===== src/rtl/ebtsp_params.svh =====
// Constants for the eight-bit timer with shared prescaler.
`ifndef EBTSP_PARAMS_SVH
`define EBTSP_PARAMS_SVH

// Instruction period is the system clock divided by four.
`define EBTSP_INSTR_DIV_LAST 2'h3
`define EBTSP_DIV_ZERO 2'h0
`define EBTSP_DIV_ONE 2'h1

// Counter wrap points.
`define EBTSP_COUNT_MAX 8'hFF
`define EBTSP_COUNT_ZERO 8'h00
`define EBTSP_COUNT_ONE 8'h01

// Increment inhibit after a count write, in instruction periods.
`define EBTSP_INHIBIT_PERIODS 2'h2
`define EBTSP_INHIBIT_ONE 2'h1
`define EBTSP_INHIBIT_NONE 2'h0

// Prescaler allocation codes.
`define EBTSP_ALLOC_TIMER 1'b0
`define EBTSP_ALLOC_WATCHDOG 1'b1

// Prescaler mask arithmetic.
`define EBTSP_MASK_BASE_TIMER 9'h002
`define EBTSP_MASK_BASE_WDT 9'h001
`define EBTSP_MASK_ONE 9'h001

// Fixed interrupt vector and its reset value.
`define EBTSP_VECTOR 13'h0004
`define EBTSP_VECTOR_RESET 13'h0000

`endif


===== src/rtl/ebtsp_pkg.sv =====
// Types shared by the eight-bit timer with shared prescaler.
package ebtsp_pkg;
    typedef logic [7:0] ebtsp_count_type;
    typedef logic [2:0] ebtsp_ratio_type;
    typedef logic [12:0] ebtsp_addr_type;
    typedef enum logic [0:0]
    {
        EBTSP_IDLE = 1'b0,
        EBTSP_SERVICE = 1'b1
    } ebtsp_state_type;
endpackage


===== src/rtl/ebtsp_prescaler.sv =====
// Shared prescaler: a stepped, clearable synchronous count with a masked tap output.
`timescale 1ns/10ps
`include "ebtsp_params.svh"
module ebtsp_prescaler
#(
    parameter int WIDTH = 8
)
(
    input wire logic clk,
    input wire logic rstn,
    input wire logic clear,
    input wire logic step,
    input wire logic [WIDTH-1:0] tap_mask,
    output logic tap_pulse,
    output logic [WIDTH-1:0] count_value
);
    import ebtsp_pkg::*;

    logic [WIDTH-1:0] cnt_reg;
    logic [WIDTH-1:0] cnt_next;
    wire tap_hit = (cnt_reg & tap_mask) == tap_mask;

    if (WIDTH < 8)
    begin : g_width_check
        $error("Prescaler needs at least eight bits for the 1:256 ratio.");
    end

    ////////////////////////////////////////////////////////////////////////
    // The tap fires on the step that rolls the masked bits over, so the
    // divide ratio is one more than the mask.
    assign tap_pulse = step && !clear && tap_hit;
    assign cnt_next = clear ? '0 : (step ? cnt_reg + 1'b1 : cnt_reg);
    assign count_value = cnt_reg;

    always_ff @(posedge clk or negedge rstn)
    begin
        if (!rstn)
            cnt_reg <= '0;
        else
            cnt_reg <= cnt_next;
    end
endmodule


===== src/rtl/ebtsp_timer.sv =====
// Eight-bit timer/counter with shared prescaler and flat interrupt entry.
`timescale 1ns/10ps
`include "ebtsp_params.svh"
module ebtsp_timer
#(
    parameter int N_SRC = 1,
    parameter int PSC_WIDTH = 8
)
(
    input wire logic clk,
    input wire logic rstn,
    input wire logic sleep_mode,
    input wire logic clock_source_select,
    input wire logic count_edge_select,
    input wire logic prescaler_allocation,
    input wire ebtsp_pkg::ebtsp_ratio_type prescaler_ratio_field,
    input wire logic external_count_pin,
    input wire logic count_wr,
    input wire ebtsp_pkg::ebtsp_count_type count_wdata,
    output ebtsp_pkg::ebtsp_count_type count_register,
    output logic overflow_flag,
    input wire logic overflow_flag_clear,
    input wire logic overflow_interrupt_enable,
    output logic overflow_int_request,
    input wire logic watchdog_clear_instruction,
    input wire logic watchdog_osc_tick,
    output logic watchdog_tick,
    output logic watchdog_counter_clear,
    input wire logic global_int_enable,
    input wire logic [N_SRC-1:0] other_int_request,
    input wire logic return_from_interrupt,
    output logic irq_take,
    output ebtsp_pkg::ebtsp_addr_type irq_vector,
    output logic in_service
);
    import ebtsp_pkg::*;

    if (N_SRC < 1)
    begin : g_src_check
        $error("At least one other interrupt source port is needed.");
    end
    if (PSC_WIDTH != 8)
    begin : g_psc_check
        $error("The shared prescaler is eight bits wide.");
    end

    function automatic logic [PSC_WIDTH-1:0] psc_mask(input logic [8:0] base, input ebtsp_ratio_type ratio);
        logic [8:0] m;
        m = (base << ratio) - `EBTSP_MASK_ONE;
        return m[PSC_WIDTH-1:0];
    endfunction

    ////////////////////////////////////////////////////////////////////////
    // Instruction period divider, stopped in sleep.
    logic [1:0] div_reg;
    logic [1:0] div_next;
    wire instr_tick = !sleep_mode && (div_reg == `EBTSP_INSTR_DIV_LAST);

    assign div_next = sleep_mode ? div_reg : div_reg + `EBTSP_DIV_ONE;

    always_ff @(posedge clk or negedge rstn)
    begin
        if (!rstn)
            div_reg <= `EBTSP_DIV_ZERO;
        else
            div_reg <= div_next;
    end

    ////////////////////////////////////////////////////////////////////////
    // External pin: two-stage synchroniser, then a third stage for edges.
    logic pin_s1_reg;
    logic pin_s2_reg;
    logic pin_s3_reg;
    wire pin_rise = pin_s2_reg && !pin_s3_reg;
    wire pin_fall = !pin_s2_reg && pin_s3_reg;
    wire ext_edge = count_edge_select ? pin_fall : pin_rise;

    always_ff @(posedge clk or negedge rstn)
    begin
        if (!rstn)
        begin
            pin_s1_reg <= 1'b0;
            pin_s2_reg <= 1'b0;
            pin_s3_reg <= 1'b0;
        end
        else
        begin
            pin_s1_reg <= external_count_pin;
            pin_s2_reg <= pin_s1_reg;
            pin_s3_reg <= pin_s2_reg;
        end
    end

    ////////////////////////////////////////////////////////////////////////
    // Source select and the shared prescaler.
    wire to_timer = prescaler_allocation == `EBTSP_ALLOC_TIMER;
    wire src_tick = !sleep_mode && (clock_source_select ? ext_edge : instr_tick);
    wire psc_step = to_timer ? src_tick : watchdog_osc_tick;
    wire psc_clear = to_timer ? count_wr : watchdog_clear_instruction;
    wire [PSC_WIDTH-1:0] timer_mask = psc_mask(`EBTSP_MASK_BASE_TIMER, prescaler_ratio_field);
    wire [PSC_WIDTH-1:0] wdt_mask = psc_mask(`EBTSP_MASK_BASE_WDT, prescaler_ratio_field);
    wire [PSC_WIDTH-1:0] tap_mask = to_timer ? timer_mask : wdt_mask;
    logic psc_out;
    logic [PSC_WIDTH-1:0] psc_count;

    // The count only feeds the watch logic below; no software path reads it.
    ebtsp_prescaler #(.WIDTH(PSC_WIDTH)) u_psc
    (
        .clk(clk),
        .rstn(rstn),
        .clear(psc_clear),
        .step(psc_step),
        .tap_mask(tap_mask),
        .tap_pulse(psc_out),
        .count_value(psc_count)
    );

    wire cnt_step = to_timer ? psc_out : src_tick;

    ////////////////////////////////////////////////////////////////////////
    // Increment inhibit after a software write.
    logic [1:0] inhibit_reg;
    logic [1:0] inhibit_next;
    wire inhibited = inhibit_reg != `EBTSP_INHIBIT_NONE;

    // The write cycle itself reloads the count, so a tick there is moot.
    assign inhibit_next = count_wr ? `EBTSP_INHIBIT_PERIODS :
                          (instr_tick && inhibited) ? inhibit_reg - `EBTSP_INHIBIT_ONE : inhibit_reg;

    ////////////////////////////////////////////////////////////////////////
    // Count register and overflow flag.
    logic [7:0] count_reg;
    logic [7:0] count_next;
    logic flag_reg;
    logic flag_next;
    wire inc_fire = cnt_step && !inhibited && !sleep_mode;
    wire overflow_evt = inc_fire && !count_wr && (count_reg == `EBTSP_COUNT_MAX);

    assign count_next = count_wr ? count_wdata : (inc_fire ? count_reg + `EBTSP_COUNT_ONE : count_reg);
    // A clear in the same cycle as an overflow loses, so no event is dropped.
    assign flag_next = overflow_evt || (flag_reg && !overflow_flag_clear);

    always_ff @(posedge clk or negedge rstn)
    begin
        if (!rstn)
        begin
            count_reg <= `EBTSP_COUNT_ZERO;
            flag_reg <= 1'b0;
            inhibit_reg <= `EBTSP_INHIBIT_NONE;
        end
        else
        begin
            count_reg <= count_next;
            flag_reg <= flag_next;
            inhibit_reg <= inhibit_next;
        end
    end

    assign count_register = count_reg;
    assign overflow_flag = flag_reg;
    assign overflow_int_request = flag_reg && overflow_interrupt_enable;

    ////////////////////////////////////////////////////////////////////////
    // Watchdog side outputs, registered pulses.
    logic wdt_tick_reg;
    logic wdt_clr_reg;
    wire wdt_tick_next = to_timer ? watchdog_osc_tick : psc_out;

    always_ff @(posedge clk or negedge rstn)
    begin
        if (!rstn)
        begin
            wdt_tick_reg <= 1'b0;
            wdt_clr_reg <= 1'b0;
        end
        else
        begin
            wdt_tick_reg <= wdt_tick_next;
            wdt_clr_reg <= watchdog_clear_instruction;
        end
    end

    assign watchdog_tick = wdt_tick_reg;
    assign watchdog_counter_clear = wdt_clr_reg;

    ////////////////////////////////////////////////////////////////////////
    // Flat interrupt entry. Context is not saved here; the service routine
    // must keep the accumulator and status itself.
    ebtsp_state_type state_reg;
    ebtsp_state_type state_next;
    logic take_reg;
    ebtsp_addr_type vector_reg;
    ebtsp_addr_type vector_next;
    // Plain OR: the core has no notion of which source came first.
    wire any_request = overflow_int_request || (|other_int_request);
    wire accept = (state_reg == EBTSP_IDLE) && global_int_enable && any_request && !sleep_mode;

    always_comb
    begin
        state_next = state_reg;
        unique case (state_reg)
            EBTSP_IDLE:
            begin
                if (accept)
                    state_next = EBTSP_SERVICE;
            end
            EBTSP_SERVICE:
            begin
                if (return_from_interrupt)
                    state_next = EBTSP_IDLE;
            end
        endcase
    end

    assign vector_next = accept ? `EBTSP_VECTOR : vector_reg;

    always_ff @(posedge clk or negedge rstn)
    begin
        if (!rstn)
        begin
            state_reg <= EBTSP_IDLE;
            take_reg <= 1'b0;
            vector_reg <= `EBTSP_VECTOR_RESET;
        end
        else
        begin
            state_reg <= state_next;
            take_reg <= accept;
            vector_reg <= vector_next;
        end
    end

    assign irq_take = take_reg;
    assign irq_vector = vector_reg;
    assign in_service = state_reg == EBTSP_SERVICE;
endmodule


===== config.mk =====
export PLATFORM = sky130hd
export DESIGN_NAME = ebtsp_timer
export DESIGN_NICKNAME = d
export VERILOG_FILES = /design/src/rtl/ebtsp_pkg.sv /design/src/rtl/ebtsp_prescaler.sv /design/src/rtl/ebtsp_timer.sv
export VERILOG_INCLUDE_DIRS = /design/src /design/src/rtl
export SDC_FILE = /design/constraint.sdc
export NUM_CORES = 1
export LEC_CHECK = 0
export BUFFER_PORTS_ARGS = -buffer_cell sky130_fd_sc_hd__buf_4
export CORE_AREA = 2 2 65 67
export CTS_BUF_LIST = sky130_fd_sc_hd__clkbuf_16
export CTS_CLUSTER_DIAMETER = 150
export DETAILED_ROUTE_END_ITERATION = 10
export DIE_AREA = 0 0 67 69
export PLACE_DENSITY = 0.76
export SYNTH_ARGS = -nofsm -noshare
export SYNTH_HDL_FRONTEND = slang
export SYNTH_HIERARCHICAL = 1
export SYNTH_SLANG_ARGS = --single-unit

===== constraint.sdc =====
create_clock -name clk -period 3.7 [get_ports clk]
set_clock_uncertainty 0.15 [all_clocks]
set_input_delay 0 -clock clk [delete_from_list [all_inputs] [get_ports clk]]
set_output_delay 0 -clock clk [all_outputs]
set_load 0.005 [all_outputs]

==> impl_metrics.py <==
metrics = {
    "outcome": {
        "outcome": "complete, no violations",
    },
    "grt": {
        "grtUsageTotal": 0.2098,
        "grt_overflow": 0,
        "grt_pass1_wl_um": 7562,
        "grt_max_degree": 30,
        "grt_pass1_vias": 1736,
        "antenna_found_initial": 0,
    },
    "die": {
        "start_util": 0.4978,
        "die_h_um": 69,
        "coreArea_um2": 3914,
        "die_area_um2": 4623,
        "pin_count": 53,
        "placementRows": 23,
        "dieWidth_um": 67,
    },
    "run": {
        "maxCapViolCount": 0,
    },
    "cts": {
        "clk_latency_ns": 0.27,
        "clk_path_buf_depth": 2,
        "cts_made_buffers": 5,
        "htree_levels": 2,
        "clkTransAtPathRegs_ns": 0.05,
        "ctsRootBufferMaster": "clkbuf_16",
        "cts_tree": "built",
        "clock_sinks": 29,
    },
    "timing": {
        "hold_slack_ns": 0.04890,
        "fin_crit_sh": 0.9403,
        "fmax_mhz": 287.4,
        "slew_viol_final": 0,
        "final.setup.tns_ns": 0,
        "setup_viol": 0,
        "worst_pin_slew_ns": 0.7090,
        "min_period_ns": 3.479,
        "hold_viol_final": 0,
        "max_slew_margin": 0.5263,
    },
    "placement": {
        "gp_congestion": 0.8466,
        "dp_cells": 300,
        "dpl_cell_area_um2": 2237,
        "portBuffers": 40,
        "dp_hpwl_um": 3147,
    },
    "pwr": {
        "p_sw_mw": 0.2930,
        "power_frac_seq": 0.378,
        "powerDensity_nw_per_um2": 392.6,
        "share_comb_of_total_power": 0.257,
        "clkPwrFrac": 0.365,
        "p_int_mw": 0.7350,
        "p_leak_nw": 1.203,
        "peakVddDrop_mv": 0.2797,
        "p_sw_frac": 0.2850,
    },
    "logic_synthesis": {
        "synth-seq-cells": 29,
        "syn_avg_cell_area_um2": 8.936,
        "synth_cell_types": 52,
        "ys_warn_count": 6,
        "synth_cells": 218,
        "synth_area_um2": 1948,
        "ys_seq_area_frac": 0.3725,
    },
    "detailed_routing": {
        "wl_per_cell_um": 13.78,
        "first_pass_iters": 4,
        "ant_nets": 0,
        "dr.first_iter.drc_count": 53,
        "routed_wl_um": 4562,
        "viasPerCell": 5.550,
        "vias": 1837,
        "drc": 0,
    },
    "layout": {
        "fin_area_um2": 2619,
        "drive_above_1_share": 0.2242,
        "synthToLayoutAreaGrowth_pct": 34.43,
        "final_core_util": 0.6691,
        "diodes": 0,
        "stdcell_count": 331,
        "nets": 313,
    },
    "setup_path": {
        "cp_max_fo": 10,
        "critPathRequiredTime_ns": 3.70,
        "crit_path_end_kind": "flop",
        "worstPathArrival_ns": 3.48,
        "start_kind": "input port",
        "crit_type": "input port to flop",
    },
    "worst_hold_path": {
        "hold_class": "input port to async pin",
    },
}
-- final timing paths --
check / from / slack (ns) / to / depth (start not counted)
max: prescaler_allocation / 0.22 / count_register[0] / 18
min: rstn / 0.05 / count_register[4] / 2
max reg2reg: pin_s3_reg / 0.23 / count_register[0] / 12
min reg2reg: pin_s1_reg / 0.20 / pin_s2_reg / 0
max in group asynchronous: rstn / 3.08 / inhibit_reg[1] / 2
min in group clk: prescaler_allocation / 0.09 / count_register[4] / 4
-- Yosys cell counts, drive strengths merged --
master / count / area [um2]
o311a: 1 / 10.01
o221ai: 1 / 8.760
o2111ai: 5 / 43.79
nor2b: 7 / 43.79
ha: 7 / 87.58
a21oi: 5 / 25.02
xor2: 3 / 26.28
a21o: 1 / 7.510
or3: 3 / 18.77
and3: 2 / 17.52
nor2: 18 / 67.56
a22o: 1 / 8.760
or3b: 2 / 20.02
a311oi: 1 / 26.28
o41ai: 1 / 8.760
nand4: 6 / 43.79
nand3: 8 / 40.04
clkbuf: 6 / 22.52
a31oi: 4 / 25.02
o211ai: 11 / 82.58
o21ai: 9 / 48.80
dfrtp: 29 / 725.7
mux2: 2 / 22.52
mux2i: 1 / 10.01
inv: 15 / 56.30
xnor2: 5 / 43.79
nand3b: 3 / 22.52
o2bb2ai: 1 / 8.760
a22oi: 3 / 22.52
nor3: 5 / 25.02
conb: 1 / 3.750
nand4b: 1 / 8.760
o22ai: 2 / 12.51
nand2b: 8 / 50.05
o2111a: 1 / 11.26
a221oi: 1 / 8.760
a221o: 1 / 10.01
nor4b: 2 / 17.52
buf: 16 / 115.1
or2: 1 / 6.260
a41o: 1 / 10.01
and2: 1 / 6.260
nand2: 14 / 52.55
a211oi: 1 / 7.510
a21boi: 1 / 7.510
-- per-stage QoR --
step                total power, mW  setup WS, ns
global placement             0.6225        0.6185
floorplan                    0.5527        0.5147
finish                        1.028        0.2211
detailed placement           0.6295        0.4739
CTS                           1.032       0.03768
global route                  1.088      -0.02765
-- logic make-up (layout without fill, tap and decap cells) --
family / after synthesis / count (layout) / share of synthesized area
buffers and inverters: 37 / 89 / 0.09955
flip-flops: 29 / 29 / 0.3725
adder cells (fa/ha/maj): 7 / 7 / 0.04496
AO/OA/AOI/OAI: 52 / 52 / 0.2023
AND/OR/NAND/NOR: 81 / 81 / 0.2261
XOR/XNOR: 8 / 8 / 0.03597
other: 1 / 12 / 0.001925
multiplexers: 3 / 3 / 0.01670
-- power by group through the flow --
stage	clock (mW)	combinational (mW)	sequential [mW]
6_report	0.375	0.264	0.388
5_1_grt	0.395	0.297	0.396
4_1_cts	0.383	0.261	0.389
3_5_place_dp	0	0.236	0.393
3_3_place_gp	0	0.231	0.392
2_1_floorplan	0	0.166	0.387
-- routing by layer --
metal	global-route usage	routed length [um]	vias up
li1	-	-	893
met1	0.2555	1950	892
met2	0.3553	2338	44
met3	0.03752	186	8
met4	0.08844	87	0
met5	0	0	-
-- repair_timing --
action | 4_1_cts | 5_1_grt
gates resized for setup | 0 | 3
hold buffers | 22 | 0
endpoints found under the hold margin | 47 | 0
endpoints found under the setup margin | 0 | 1
setup buffers | 0 | 1
-- critical path: stages --
cell           delay (ns)
buf_4                0.15
ha_1                 0.30
nor2b_1              0.19
nand2_1              0.09
ha_1                 0.21
inv_1                0.10
o311a_1              0.35
a31oi_1              0.14
o21ai_0              0.09
inv_1                0.06
o221ai_1             0.13
nor3_2               0.23
nor2b_1              0.15
buf_4                0.16
nand2_1              0.12
o2111a_1             0.20
a221o_1              0.25
dlygate4sd3_1        0.56
-- layout by cell type, fill, tap and decap left out, types with 11 or more instances in the layout --
| master | synthesis | final |
|---|---|---|
| nor2_1 | 18 | 18 |
| buf_4 | 12 | 44 |
| nand2_1 | 14 | 14 |
| dlygate4sd3_1 | 0 | 22 |
| inv_1 | 15 | 16 |
| dfrtp_1 | 29 | 29 |
| o211ai_1 | 11 | 11 |
| conb_1 | 1 | 12 |
-- area by class of cell --
cell class              instances  area, um2
well taps                      50      62.56
clock buffers                   5      125.1
fillers                       314       1295
multi-input cells             163       1085
inverters                      15      56.30
repair buffers                 66      550.5
clock inverters                 3      13.76
flip-flops and latches         29      725.7
Power figures use the tool's default switching activity.
